<file path="src/ufcs_cfg.svh">
// Constants of the serial transceiver: register offsets, bit positions,
// reset values, frame and oversampling figures.
// Assumes inclusion by bare name from the design and from the bench.
`ifndef UFCS_CFG_SVH
`define UFCS_CFG_SVH

// ---------------------------------------------------------------
// Register byte offsets on APB
// ---------------------------------------------------------------
`define UFCS_OFF_MODE 12'h000
`define UFCS_OFF_STAT 12'h004
`define UFCS_OFF_TXD 12'h008
`define UFCS_OFF_RXD 12'h00c
`define UFCS_OFF_DIV 12'h010

// ---------------------------------------------------------------
// Mode register fields
// ---------------------------------------------------------------
`define UFCS_M_EN 15
`define UFCS_M_INFRARED_CODEC_ENABLE 12
`define UFCS_M_RXINV 4
`define UFCS_M_HIGH_SPEED_BAUD_SELECT 3
`define UFCS_M_PDS_HI 2
`define UFCS_M_PDS_LO 1
`define UFCS_M_STOP_BITS_SELECT 0
`define UFCS_MODE_WMASK 16'h901f
`define UFCS_MODE_RST 16'h0000

// ---------------------------------------------------------------
// Status and control register fields
// ---------------------------------------------------------------
`define UFCS_S_TXI1 15
`define UFCS_S_TXINV 14
`define UFCS_S_TXI0 13
`define UFCS_S_BRK 11
`define UFCS_S_TXEN 10
`define UFCS_S_TXBF 9
`define UFCS_S_TRANSMITTER_EMPTY 8
`define UFCS_S_RXI_HI 7
`define UFCS_S_RXI_LO 6
`define UFCS_S_ADDRESS_DETECT_ENABLE 5
`define UFCS_S_RECEIVER_IDLE 4
`define UFCS_S_PARITY_ERROR 3
`define UFCS_S_FRAMING_ERROR 2
`define UFCS_S_OVERRUN_ERROR 1
`define UFCS_S_AVAIL 0
`define UFCS_STAT_WMASK 16'he4e0
`define UFCS_CTL_RST 16'h0000
`define UFCS_DIV_RST 16'h0000

// ---------------------------------------------------------------
// Codes and frame figures
// ---------------------------------------------------------------
`define UFCS_PDS_9N 2'b11
`define UFCS_PDS_8O 2'b10
`define UFCS_PDS_8E 2'b01
`define UFCS_TXI_EACH 2'b00
`define UFCS_TXI_EMPTY 2'b10
`define UFCS_TXI_DONE 2'b01
`define UFCS_RXI_FULL 2'b11
`define UFCS_RXI_3Q 2'b10
`define UFCS_OSR_HI 5'd4
`define UFCS_OSR_STD 5'd16
`define UFCS_IR_PULSE 5'd3
`define UFCS_BRK_LAST 4'd11
`define UFCS_LAST9 4'd8
`define UFCS_LAST8 4'd7
`define UFCS_DEPTH 3'd4
`define UFCS_LVL_3Q 3'd2
`define UFCS_LVL_FULL 3'd3

`endif

</file>
<file path="src/ufcs_pkg.sv">
// Types of the serial transceiver: transmit and receive state codes.
// Assumes nothing of its surroundings.
package ufcs_pkg;

  typedef enum logic [2:0] {
    TX_IDLE = 3'b000,
    TX_START = 3'b001,
    TX_DATA = 3'b010,
    TX_PAR = 3'b011,
    TX_BRK = 3'b100,
    TX_STOP = 3'b101
  } ufcs_tx_state_t;

  typedef enum logic [2:0] {
    RX_IDLE = 3'b000,
    RX_START = 3'b001,
    RX_DATA = 3'b010,
    RX_PAR = 3'b011,
    RX_STOP = 3'b100
  } ufcs_rx_state_t;

endpackage

</file>
<file path="src/ufcs_uart.sv">
// Serial transceiver with frame configuration, status flags, 4-deep FIFOs.
// Assumes an APB master on pclk and a remote node on the serial lines.
// Contract
// - Receive inversion set makes low the receive idle level in plain mode, high in infrared mode.
// - Bit period is 4 baud ticks in high speed, else 16.
// - Field 11 nine bits, 10 odd parity, 01 even, 00 none.
// - Stop select set sends two stop bits, else one.
// - Infrared coding acts only in 16x oversampling mode.
// - Transmit event on load, load leaving buffer empty, or done.
// - Transmit inversion flips idle level, in plain and infrared modes.
// - Break request sends start, twelve zeros, stop, then self-clears.
// - Transmit disable aborts, flushes buffer, releases the pin.
// - Buffer-full flag set while no transmit slot is free.
// - Transmitter-empty flag set only when shifter and buffer empty.
// - Receive event at four, three, or every stored character.
// - Address detect in nine-bit mode keeps only ninth-bit-one characters.
// - Receiver-idle flag reads one while no character is in progress.
// - Parity error flag belongs to the head receive character.
// - Framing error flag belongs to the head receive character.
// - Overflow sets overrun; clearing it empties receive buffer and shifter.
// - Data-available flag set while receive buffer is not empty.
// - Transmit and receive buffers are four-deep first-in first-out.
// - Module enable hands pins to the transceiver; clear keeps it inactive.
//
// The register offsets and register access over APB were decided locally.
`timescale 1ns/1ps
`include "ufcs_cfg.svh"

module ufcs_uart (
  // Clock, reset, enable
  input wire logic pclk,
  input wire logic presetn,
  input wire logic ce,
  // APB slave
  input wire logic psel,
  input wire logic penable,
  input wire logic pwrite,
  input wire logic [11:0] paddr,
  input wire logic [31:0] pwdata,
  output logic [31:0] prdata,
  output logic pready,
  output logic pslverr,
  // Serial lines
  input wire logic serial_receive_line,
  output logic serial_transmit_line,
  output logic serial_transmit_oe,
  // Events
  output logic tx_irq,
  output logic rx_irq
);

  // ---------------------------------------------------------------
  // Functions
  // ---------------------------------------------------------------
  function automatic logic par_bit(input logic [7:0] d, input logic odd);
    par_bit = (^d) ^ odd;
  endfunction

  function automatic logic [1:0] fifo_wp(input logic [1:0] rp, input logic [2:0] cnt);
    fifo_wp = rp + cnt[1:0];
  endfunction

  // ---------------------------------------------------------------
  // State
  // ---------------------------------------------------------------
  logic [15:0] mode_q, ctl_q, div_q, div_cnt_q;
  logic brk_q, overrun_error_q, pready_q, pslverr_q, tx_irq_q, rx_irq_q, tx_line_q, tx_oe_q;
  logic [31:0] prdata_q;
  logic [8:0] tx_mem_q [4];
  logic [10:0] rx_mem_q [4];
  logic [1:0] tx_rp_q, rx_rp_q;
  logic [2:0] tx_cnt_q, rx_cnt_q;
  ufcs_pkg::ufcs_tx_state_t tx_state_q, tx_nstate;
  ufcs_pkg::ufcs_rx_state_t rx_state_q;
  logic [4:0] tx_os_q, rx_os_q;
  logic [3:0] tx_idx_q, tx_nidx, rx_idx_q;
  logic [8:0] tx_sh_q, rx_sh_q;
  logic tx_brk_run_q, tx_level, rx_s1_q, rx_s2_q, rx_parity_error_q;

  // ---------------------------------------------------------------
  // Configuration decode
  // ---------------------------------------------------------------
  wire en = mode_q[`UFCS_M_EN];
  wire high_speed_baud_select = mode_q[`UFCS_M_HIGH_SPEED_BAUD_SELECT];
  wire [1:0] pdsel = mode_q[`UFCS_M_PDS_HI:`UFCS_M_PDS_LO];
  wire ir_on = mode_q[`UFCS_M_INFRARED_CODEC_ENABLE] & ~high_speed_baud_select;
  wire [4:0] osr = high_speed_baud_select ? `UFCS_OSR_HI : `UFCS_OSR_STD;
  wire [4:0] osr_last = osr - 5'd1;
  wire [4:0] osr_half = (osr >> 1) - 5'd1;
  wire nine = (pdsel == `UFCS_PDS_9N);
  wire par_on = (pdsel == `UFCS_PDS_8O) || (pdsel == `UFCS_PDS_8E);
  wire par_odd = (pdsel == `UFCS_PDS_8O);
  wire [3:0] data_last = nine ? `UFCS_LAST9 : `UFCS_LAST8;
  wire [3:0] stop_last = mode_q[`UFCS_M_STOP_BITS_SELECT] ? 4'd1 : 4'd0;
  wire [1:0] txisel = {ctl_q[`UFCS_S_TXI1], ctl_q[`UFCS_S_TXI0]};
  wire txinv = ctl_q[`UFCS_S_TXINV];
  wire txen = ctl_q[`UFCS_S_TXEN];
  wire [1:0] rxisel = ctl_q[`UFCS_S_RXI_HI:`UFCS_S_RXI_LO];
  wire address_detect_enable = ctl_q[`UFCS_S_ADDRESS_DETECT_ENABLE];
  wire baud_tick = en & (div_cnt_q == div_q);

  // ---------------------------------------------------------------
  // APB decode
  // ---------------------------------------------------------------
  wire setup = psel & ~penable;
  wire access = psel & penable & pready_q;
  wire wr = access & pwrite;
  wire rd = access & ~pwrite;
  wire sel_mode = (paddr == `UFCS_OFF_MODE);
  wire sel_stat = (paddr == `UFCS_OFF_STAT);
  wire sel_txd = (paddr == `UFCS_OFF_TXD);
  wire sel_rxd = (paddr == `UFCS_OFF_RXD);
  wire sel_div = (paddr == `UFCS_OFF_DIV);
  wire mapped = sel_mode | sel_stat | sel_txd | sel_rxd | sel_div;

  // ---------------------------------------------------------------
  // Flags and FIFO traffic
  // ---------------------------------------------------------------
  wire tx_full = (tx_cnt_q == `UFCS_DEPTH);
  wire transmitter_empty = (tx_cnt_q == 3'd0) && (tx_state_q == ufcs_pkg::TX_IDLE);
  wire rx_avail = (rx_cnt_q != 3'd0);
  wire receiver_idle = (rx_state_q == ufcs_pkg::RX_IDLE);
  wire [10:0] rx_head = rx_mem_q[rx_rp_q];
  wire parity_error = rx_avail & rx_head[10];
  wire framing_error = rx_avail & rx_head[9];
  wire tx_flush = ~en | ~txen;
  wire tx_push = wr & sel_txd & ~tx_flush & ~tx_full;
  wire tx_start = ~tx_flush && (tx_state_q == ufcs_pkg::TX_IDLE) && (brk_q || tx_cnt_q != 3'd0);
  wire tx_load = tx_start & ~brk_q;
  wire tx_bit_end = baud_tick && (tx_os_q == osr_last);
  wire tx_done = tx_bit_end && (tx_state_q == ufcs_pkg::TX_STOP) && (tx_idx_q == stop_last);
  wire brk_done = tx_done & tx_brk_run_q;
  wire rx_level = ir_on ? ~(rx_s2_q ^ mode_q[`UFCS_M_RXINV]) : (rx_s2_q ^ mode_q[`UFCS_M_RXINV]);
  wire rx_sample = baud_tick && (rx_os_q == osr_last);
  wire rx_end = rx_sample && (rx_state_q == ufcs_pkg::RX_STOP);
  wire rx_keep = ~(address_detect_enable & nine & ~rx_sh_q[8]);
  wire rx_full = (rx_cnt_q == `UFCS_DEPTH);
  wire rx_ovf = rx_end & rx_keep & rx_full;
  wire rx_push = rx_end & rx_keep & ~rx_full & ~overrun_error_q;
  wire rx_pop = rd & sel_rxd & rx_avail;
  wire overrun_error_clr = wr && sel_stat && !pwdata[`UFCS_S_OVERRUN_ERROR] && overrun_error_q && !rx_ovf;
  wire rx_flush = ~en | overrun_error_clr;
  wire ir_pulse = ~tx_level && (tx_os_q < `UFCS_IR_PULSE);
  wire tx_pin = ir_on ? (txinv ^ ir_pulse) : (txinv ^ tx_level);
  wire tx_irq_d = (txisel == `UFCS_TXI_EACH && tx_load)
    || (txisel == `UFCS_TXI_EMPTY && tx_load && tx_cnt_q == 3'd1 && !tx_push)
    || (txisel == `UFCS_TXI_DONE && tx_done && tx_cnt_q == 3'd0);
  wire rx_irq_d = rx_push && (rxisel == `UFCS_RXI_FULL ? rx_cnt_q == `UFCS_LVL_FULL :
    rxisel == `UFCS_RXI_3Q ? rx_cnt_q == `UFCS_LVL_3Q : 1'b1);
  wire [15:0] stat_word = {txisel[1], txinv, txisel[0], 1'b0, brk_q, txen, tx_full, transmitter_empty,
    rxisel, address_detect_enable, receiver_idle, parity_error, framing_error, overrun_error_q, rx_avail};
  wire [31:0] rd_word = sel_mode ? {16'h0000, mode_q} :
    sel_stat ? {16'h0000, stat_word} :
    sel_rxd ? {23'h000000, rx_head[8:0]} :
    sel_div ? {16'h0000, div_q} : 32'h00000000;

  // ---------------------------------------------------------------
  // Transmit sequencing and line level
  // ---------------------------------------------------------------
  always_comb begin
    tx_nstate = tx_state_q;
    tx_nidx = tx_idx_q + 4'h1;
    tx_level = 1'b1;
    unique case (tx_state_q)
      ufcs_pkg::TX_IDLE: begin
        tx_nidx = 4'h0;
      end
      ufcs_pkg::TX_START: begin
        tx_level = 1'b0;
        tx_nstate = tx_brk_run_q ? ufcs_pkg::TX_BRK : ufcs_pkg::TX_DATA;
        tx_nidx = 4'h0;
      end
      ufcs_pkg::TX_DATA: begin
        tx_level = tx_sh_q[0];
        if (tx_idx_q == data_last) begin
          tx_nstate = par_on ? ufcs_pkg::TX_PAR : ufcs_pkg::TX_STOP;
          tx_nidx = 4'h0;
        end
      end
      ufcs_pkg::TX_PAR: begin
        tx_level = tx_sh_q[8];
        tx_nstate = ufcs_pkg::TX_STOP;
        tx_nidx = 4'h0;
      end
      ufcs_pkg::TX_BRK: begin
        tx_level = 1'b0;
        if (tx_idx_q == `UFCS_BRK_LAST) begin
          tx_nstate = ufcs_pkg::TX_STOP;
          tx_nidx = 4'h0;
        end
      end
      ufcs_pkg::TX_STOP: begin
        if (tx_idx_q == stop_last) begin
          tx_nstate = ufcs_pkg::TX_IDLE;
          tx_nidx = 4'h0;
        end
      end
      default: begin
        tx_nstate = ufcs_pkg::TX_IDLE;
      end
    endcase
  end

  // ---------------------------------------------------------------
  // Register file and APB answer
  // ---------------------------------------------------------------
  always_ff @(posedge pclk or negedge presetn) begin
    if (!presetn) begin
      mode_q <= `UFCS_MODE_RST;
      ctl_q <= `UFCS_CTL_RST;
      div_q <= `UFCS_DIV_RST;
      brk_q <= 1'b0;
      overrun_error_q <= 1'b0;
      pready_q <= 1'b0;
      pslverr_q <= 1'b0;
      prdata_q <= 32'h00000000;
      tx_irq_q <= 1'b0;
      rx_irq_q <= 1'b0;
      tx_line_q <= 1'b1;
      tx_oe_q <= 1'b0;
    end else if (ce) begin
      pready_q <= setup;
      if (setup) begin
        prdata_q <= rd_word;
        pslverr_q <= ~mapped;
      end
      if (wr && sel_mode) begin
        mode_q <= pwdata[15:0] & `UFCS_MODE_WMASK;
      end
      if (wr && sel_stat) begin
        ctl_q <= pwdata[15:0] & `UFCS_STAT_WMASK;
      end
      if (wr && sel_div) begin
        div_q <= pwdata[15:0];
      end
      brk_q <= (wr && sel_stat && pwdata[`UFCS_S_BRK]) || (brk_q && !brk_done);
      overrun_error_q <= rx_ovf || (overrun_error_q && !overrun_error_clr);
      tx_irq_q <= tx_irq_d;
      rx_irq_q <= rx_irq_d;
      tx_line_q <= tx_pin;
      tx_oe_q <= ~tx_flush;
    end
  end

  // ---------------------------------------------------------------
  // Baud generator
  // ---------------------------------------------------------------
  always_ff @(posedge pclk or negedge presetn) begin
    if (!presetn) begin
      div_cnt_q <= 16'h0000;
    end else if (ce) begin
      div_cnt_q <= (!en || baud_tick) ? 16'h0000 : div_cnt_q + 16'h0001;
    end
  end

  // ---------------------------------------------------------------
  // Transmit FIFO and shifter
  // ---------------------------------------------------------------
  always_ff @(posedge pclk or negedge presetn) begin
    if (!presetn) begin
      tx_rp_q <= 2'b00;
      tx_cnt_q <= 3'd0;
      tx_state_q <= ufcs_pkg::TX_IDLE;
      tx_os_q <= 5'd0;
      tx_idx_q <= 4'h0;
      tx_sh_q <= 9'h000;
      tx_brk_run_q <= 1'b0;
    end else if (ce) begin
      if (tx_flush) begin
        tx_rp_q <= 2'b00;
        tx_cnt_q <= 3'd0;
        tx_state_q <= ufcs_pkg::TX_IDLE;
        tx_os_q <= 5'd0;
        tx_idx_q <= 4'h0;
      end else begin
        if (tx_push) begin
          tx_mem_q[fifo_wp(tx_rp_q, tx_cnt_q)] <= pwdata[8:0];
        end
        tx_rp_q <= tx_rp_q + {1'b0, tx_load};
        tx_cnt_q <= tx_cnt_q + {2'b00, tx_push} - {2'b00, tx_load};
        if (tx_start) begin
          tx_state_q <= ufcs_pkg::TX_START;
          tx_os_q <= 5'd0;
          tx_idx_q <= 4'h0;
          tx_brk_run_q <= brk_q;
          if (tx_load) begin
            tx_sh_q <= nine ? tx_mem_q[tx_rp_q] : {par_bit(tx_mem_q[tx_rp_q][7:0], par_odd),
              tx_mem_q[tx_rp_q][7:0]};
          end
        end else if (tx_state_q != ufcs_pkg::TX_IDLE && baud_tick) begin
          tx_os_q <= tx_bit_end ? 5'd0 : tx_os_q + 5'd1;
          if (tx_bit_end) begin
            tx_state_q <= tx_nstate;
            tx_idx_q <= tx_nidx;
            if (tx_state_q == ufcs_pkg::TX_DATA && !nine) begin
              tx_sh_q <= {tx_sh_q[8], tx_sh_q[8], tx_sh_q[7:1]};
            end else if (tx_state_q == ufcs_pkg::TX_DATA) begin
              tx_sh_q <= {1'b0, tx_sh_q[8:1]};
            end
          end
        end
      end
    end
  end

  // ---------------------------------------------------------------
  // Receive sampler and FIFO
  // ---------------------------------------------------------------
  always_ff @(posedge pclk or negedge presetn) begin
    if (!presetn) begin
      rx_s1_q <= 1'b1;
      rx_s2_q <= 1'b1;
      rx_rp_q <= 2'b00;
      rx_cnt_q <= 3'd0;
      rx_state_q <= ufcs_pkg::RX_IDLE;
      rx_os_q <= 5'd0;
      rx_idx_q <= 4'h0;
      rx_sh_q <= 9'h000;
      rx_parity_error_q <= 1'b0;
    end else if (ce) begin
      rx_s1_q <= serial_receive_line;
      rx_s2_q <= rx_s1_q;
      if (rx_flush) begin
        rx_rp_q <= 2'b00;
        rx_cnt_q <= 3'd0;
        rx_state_q <= ufcs_pkg::RX_IDLE;
        rx_os_q <= 5'd0;
      end else begin
        if (rx_push) begin
          rx_mem_q[fifo_wp(rx_rp_q, rx_cnt_q)] <= {rx_parity_error_q, ~rx_level, rx_sh_q};
        end
        rx_rp_q <= rx_rp_q + {1'b0, rx_pop};
        rx_cnt_q <= rx_cnt_q + {2'b00, rx_push} - {2'b00, rx_pop};
        if (rx_state_q == ufcs_pkg::RX_IDLE) begin
          rx_os_q <= 5'd0;
          if (!rx_level) begin
            rx_state_q <= ufcs_pkg::RX_START;
          end
        end else if (rx_state_q == ufcs_pkg::RX_START) begin
          if (baud_tick && rx_os_q == osr_half) begin
            rx_os_q <= 5'd0;
            rx_idx_q <= 4'h0;
            rx_sh_q <= 9'h000;
            rx_parity_error_q <= 1'b0;
            rx_state_q <= rx_level ? ufcs_pkg::RX_IDLE : ufcs_pkg::RX_DATA;
          end else if (baud_tick) begin
            rx_os_q <= rx_os_q + 5'd1;
          end
        end else if (baud_tick) begin
          rx_os_q <= rx_sample ? 5'd0 : rx_os_q + 5'd1;
          if (rx_sample) begin
            unique case (rx_state_q)
              ufcs_pkg::RX_DATA: begin
                rx_sh_q[rx_idx_q] <= rx_level;
                rx_idx_q <= rx_idx_q + 4'h1;
                if (rx_idx_q == data_last) begin
                  rx_state_q <= par_on ? ufcs_pkg::RX_PAR : ufcs_pkg::RX_STOP;
                end
              end
              ufcs_pkg::RX_PAR: begin
                rx_parity_error_q <= rx_level != par_bit(rx_sh_q[7:0], par_odd);
                rx_state_q <= ufcs_pkg::RX_STOP;
              end
              default: begin
                rx_state_q <= ufcs_pkg::RX_IDLE;
              end
            endcase
          end
        end
      end
    end
  end

  assign prdata = prdata_q;
  assign pready = pready_q;
  assign pslverr = pslverr_q;
  assign serial_transmit_line = tx_line_q;
  assign serial_transmit_oe = tx_oe_q;
  assign tx_irq = tx_irq_q;
  assign rx_irq = rx_irq_q;
endmodule

</file>
<file path="config.mk">
export PLATFORM = sky130hd
export DESIGN_NAME = ufcs_uart
export DESIGN_NICKNAME = d
export VERILOG_FILES = /design/src/ufcs_pkg.sv /design/src/ufcs_uart.sv
export VERILOG_INCLUDE_DIRS = /design/src
export SDC_FILE = /design/constraint.sdc
export NUM_CORES = 1
export LEC_CHECK = 0
export BUFFER_PORTS_ARGS = -buffer_cell sky130_fd_sc_hd__clkbuf_2
export CAP_MARGIN = 20
export CELL_PAD_IN_SITES_DETAIL_PLACEMENT = 1
export CELL_PAD_IN_SITES_GLOBAL_PLACEMENT = 2
export CORE_UTILIZATION = 30
export DETAILED_ROUTE_END_ITERATION = 10
export PLACE_DENSITY_LB_ADDON = 0.3
export SKIP_LAST_GASP = 1
export SYNTH_ARGS = -nofsm -noshare
export SYNTH_HDL_FRONTEND = slang
export SYNTH_SLANG_ARGS = --single-unit
</file>
<file path="constraint.sdc">
create_clock -name pclk -period 5.1 [get_ports pclk]
set_input_delay 0.255 -clock pclk [delete_from_list [all_inputs] [get_ports pclk]]
set_output_delay 0.255 -clock pclk [all_outputs]
set_load 0.01 [all_outputs]
</file>
==> out/qor.csv <==
stage;metric;value;unit
logic_synthesis;sequential share of the synthesized area;54.9;%
power;combinational power share;5.1;%
logic_synthesis;Synth async-reset ratio;61.2;%
worst_setup_path;CP top delay family;simple AND/OR/NAND/NOR gates;
worst_setup_path;CP cell instances;xnor2_1 > nand4_1 > or4_1 > nor2_1 > nand3_1 > ha_1 > inv_1 > ha_1 > inv_1 > fa_1 > xor2_1 > o21ai_0 > nand2_1 > o21ai_0;
logic_synthesis;Synth area leader;dfrtp_1;
placement;GP Congestion;0.779;
logic_synthesis;Main synth FF type;dfrtp_1;
clocking;number of buffers created by CTS;26;
power;switching share of power;24.4;%
worst_setup_path;reg2reg setup slack;1.49;ns
drt;via count;7016;
final_layout;fin util;35.9;%
flow_run;Max-Cap Viols;0;
drt;DRT antenna net count;0;
worst_hold_path;HP Class;input pin to flip-flop;
logic_synthesis;Synth Warn #;0;
final_layout;FILL cells;3626;
drt;met2 wire len;13600;µm
logic_synthesis;area share of the largest cell type after synthesis;30.4;%
clocking;cts repair resizes;0;
drt;WL final;28400;µm
global_routing;largest net degree at the start of global routing;85;
die;Vert. Die Dim;186;µm
worst_setup_path;WS Path Type;flip-flop to flip-flop;
worst_setup_path;CP max stage cell;or4_1;
worst_setup_path;max incr delay on CP;0.60;ns
drt;drt via density;5.03;
die;floorplan core area;32900;µm²
power;largest vdd supply drop;0.000261;V
clocking;hold-fix buffers at CTS;8;
clocking;CTS tree;done;
power;Net Sw Power;924;µW
timing;setup violators final;0;
clocking;postcts setup bufs;0;
logic_synthesis;most instantiated cells after synthesis;dfrtp_1 (123), nand2_1 (86), edfxtp_1 (80), nor2_1 (54), o21ai_0 (50);
logic_synthesis;Synth Area per Inst;11.6;µm²
timing;skew final;0.0115;ns
drt;1st-iter DRT viols;394;
power;clock network fraction of total power;47.3;%
clocking;Worst-path clk slew;0.07;ns
logic_synthesis;Synth Cell Area;10100;µm²
final_layout;Total Nets Final;1005;
worst_setup_path;CP max FO;5;
logic_synthesis;Yosys reg bits;206;
drt;DRC errors left;0;
worst_setup_path;Crit. End Element;flip-flop;
worst_setup_path;critical path data arrival time;4.01;ns
logic_synthesis;Post-synth EDFFs;80;
drt;drt first pass iters;5;
worst_setup_path;Buf/Inv on CP;2;
timing;Final period util;70.8;%
drt;met3 wire length;743;µm
drt;Met1 Wirelength;13300;µm
timing;Worst-Margin Slew;1.06;ns
logic_synthesis;Cell variety after synth;69;
timing;final hold vios;0;
power;Power Internal;2860;µW
timing;unrepaired setup endpoints after global routing;false;
power;Lkg Pwr;0.00468;µW
worst_setup_path;CP required;5.50;ns
power;sequential power share;47.6;%
timing;Final Slew Violations;0;
placement;Port Buffers;56;
clocking;H-Tree Depth;1;
clocking;Root Driver;clkbuf_16;
drt;wire length per cell;20.4;µm
die;row count;66;
logic_synthesis;largest cells by area after synthesis;dfrtp_1 (30%), edfxtp_1 (24%), mux4_2 (4.4%);
global_routing;Congestion Overflow GR;0;
placement;Final HPWL DP;20000;µm
timing;crit path time final;3.61;ns
timing;Setup TNS;0;ns
drt;top layer used by detailed routing;met4;
global_routing;GRT Util Overall;16.8;%
die;Die W;186;µm
timing;Max-slew headroom;29.0;%
timing;Fmax;277;MHz
die;Initial Util;30.8;%
final_layout;antenna cells;0;
final_layout;Area Growth Syn to Fin;16.5;%
final_layout;share of layout cells above drive strength 1;19.8;%
status;status;complete, no violations;
die;die area;34500;µm²
die;Top Ports;89;
global_routing;antenna violations before repair;0;
timing;Hold WS;0.0250;ns
clocking;buffer depth of the longest clock path;3;
logic_synthesis;Mapped Cells;870;
power;power density cells;321;nW/µm²
worst_setup_path;Startpoint Class;flip-flop;
clocking;Worst-Skew Late Latency;0.52;ns
logic_synthesis;cell with the most instances after synthesis;dfrtp_1;
global_routing;vias in the first global route;7305;
global_routing;first-pass GRT wire length;43900;µm
clocking;number of clock sinks;206;
## area by class of cell
| cell class | count | area [µm²] | area share, % |
|---|---|---|---|
| Clock inverter | 14 | 105 | 0.891 |
| Sequential cell | 206 | 5560 | 47.1 |
| Timing Repair Buffer | 76 | 457 | 3.87 |
| Tap cell | 442 | 553 | 4.69 |
| Inverter | 19 | 71.3 | 0.605 |
| Clock buffer | 34 | 742 | 6.29 |
| Multi-Input combinational cell | 605 | 4310 | 36.5 |
## layer usage
layer	vias to the layer above	track usage [%]
met5	-	0
met4	0	5.38
met3	45	1.90
met2	105	28.1
met1	3555	22.7
li1	3311	-
## final timing paths
check,from,to,cells past startpoint
max in group asynchronous,presetn,rx_sh_q[1],3
setup reg to reg,div_q[2],rx_cnt_q[2],14
hold reg to reg,prdata[8],prdata[8],2
min in group asynchronous,presetn,tx_sh_q[6],2
hold / removal,pwdata[8],tx_mem_q[1][8],1
setup / recovery,div_q[2],rx_cnt_q[2],14
## power by group through the flow
stage / registers [µW] / logic [µW] / clock network [µW]
CTS: 1800 / 197 / 1850
global placement: 1830 / 187 / 0
detailed placement: 1830 / 192 / 0
finish: 1800 / 193 / 1790
global route: 1810 / 218 / 1910
floorplan: 1820 / 118 / 0
## worst reg2reg max path, cell delays in order (launching register included)
cell and delay (ns):
dfrtp_1 0.46, xnor2_1 0.22, nand4_1 0.15, or4_1 0.60, nor2_1 0.23, nand3_1 0.34, ha_1 0.39, inv_1 0.06
ha_1 0.13, inv_1 0.05, fa_1 0.38, xor2_1 0.22, o21ai_0 0.11, nand2_1 0.09, o21ai_0 0.08
## placed cells by master, fill, tap and decap left out, types with 10 or more instances in the layout
master and count:
nand2_1 86, o21ai_0 50, dfrtp_1 123, nand4_1 10
and3_1 17, clkbuf_16 27, mux4_2 20, a31oi_1 10
inv_1 19, a21oi_1 27, buf_4 10, conb_1 16
xor2_1 14, mux2_2 35, nand3_1 33, xnor2_1 45
edfxtp_1 80, nor3_1 20, o21ai_1 20, ha_1 18
clkbuf_2 55, nor2_1 54
## logic make-up (layout without fill, tap and decap cells)
kind of cell,Yosys count,count (layout),share of synthesized area (%)
flip-flops,206,206,54.9
multiplexers,60,60,8.85
AND/OR/NAND/NOR,276,276,13.7
AO/OA/AOI/OAI,174,174,11.2
XOR/XNOR,59,59,5.11
buffers and inverters,74,143,3.60
adder cells (fa/ha/maj),20,20,2.62
other,1,16,0.0370
## registers in the layout (all words and copies together) (netlist names), 5 cells and up
register and cells:
rx_os_q 5, div_cnt_q 16, ctl_q 7, tx_mem_q 36, mode_q 7, rx_sh_q 9, div_q 16, rx_mem_q 44
prdata 16, tx_sh_q 9, tx_os_q 5
## through the flow
| step | setup slack [ns] | instance area [µm²] | power [µW] | instances |
|---|---|---|---|---|
| 6_report | 1.49 | 11800 | 3790 | 1396 |
| 5_1_grt | 1.28 | 11800 | 3930 | 1396 |
| 4_1_cts | 1.47 | 11800 | 3850 | 1394 |
| 3_5_place_dp | 1.52 | 10900 | 2030 | 1338 |
| 3_3_place_gp | 1.55 | 10900 | 2020 | 1338 |
| 2_1_floorplan | 1.64 | 10200 | 1940 | 885 |
No activity file was read; power rests on OpenSTA's default activity.
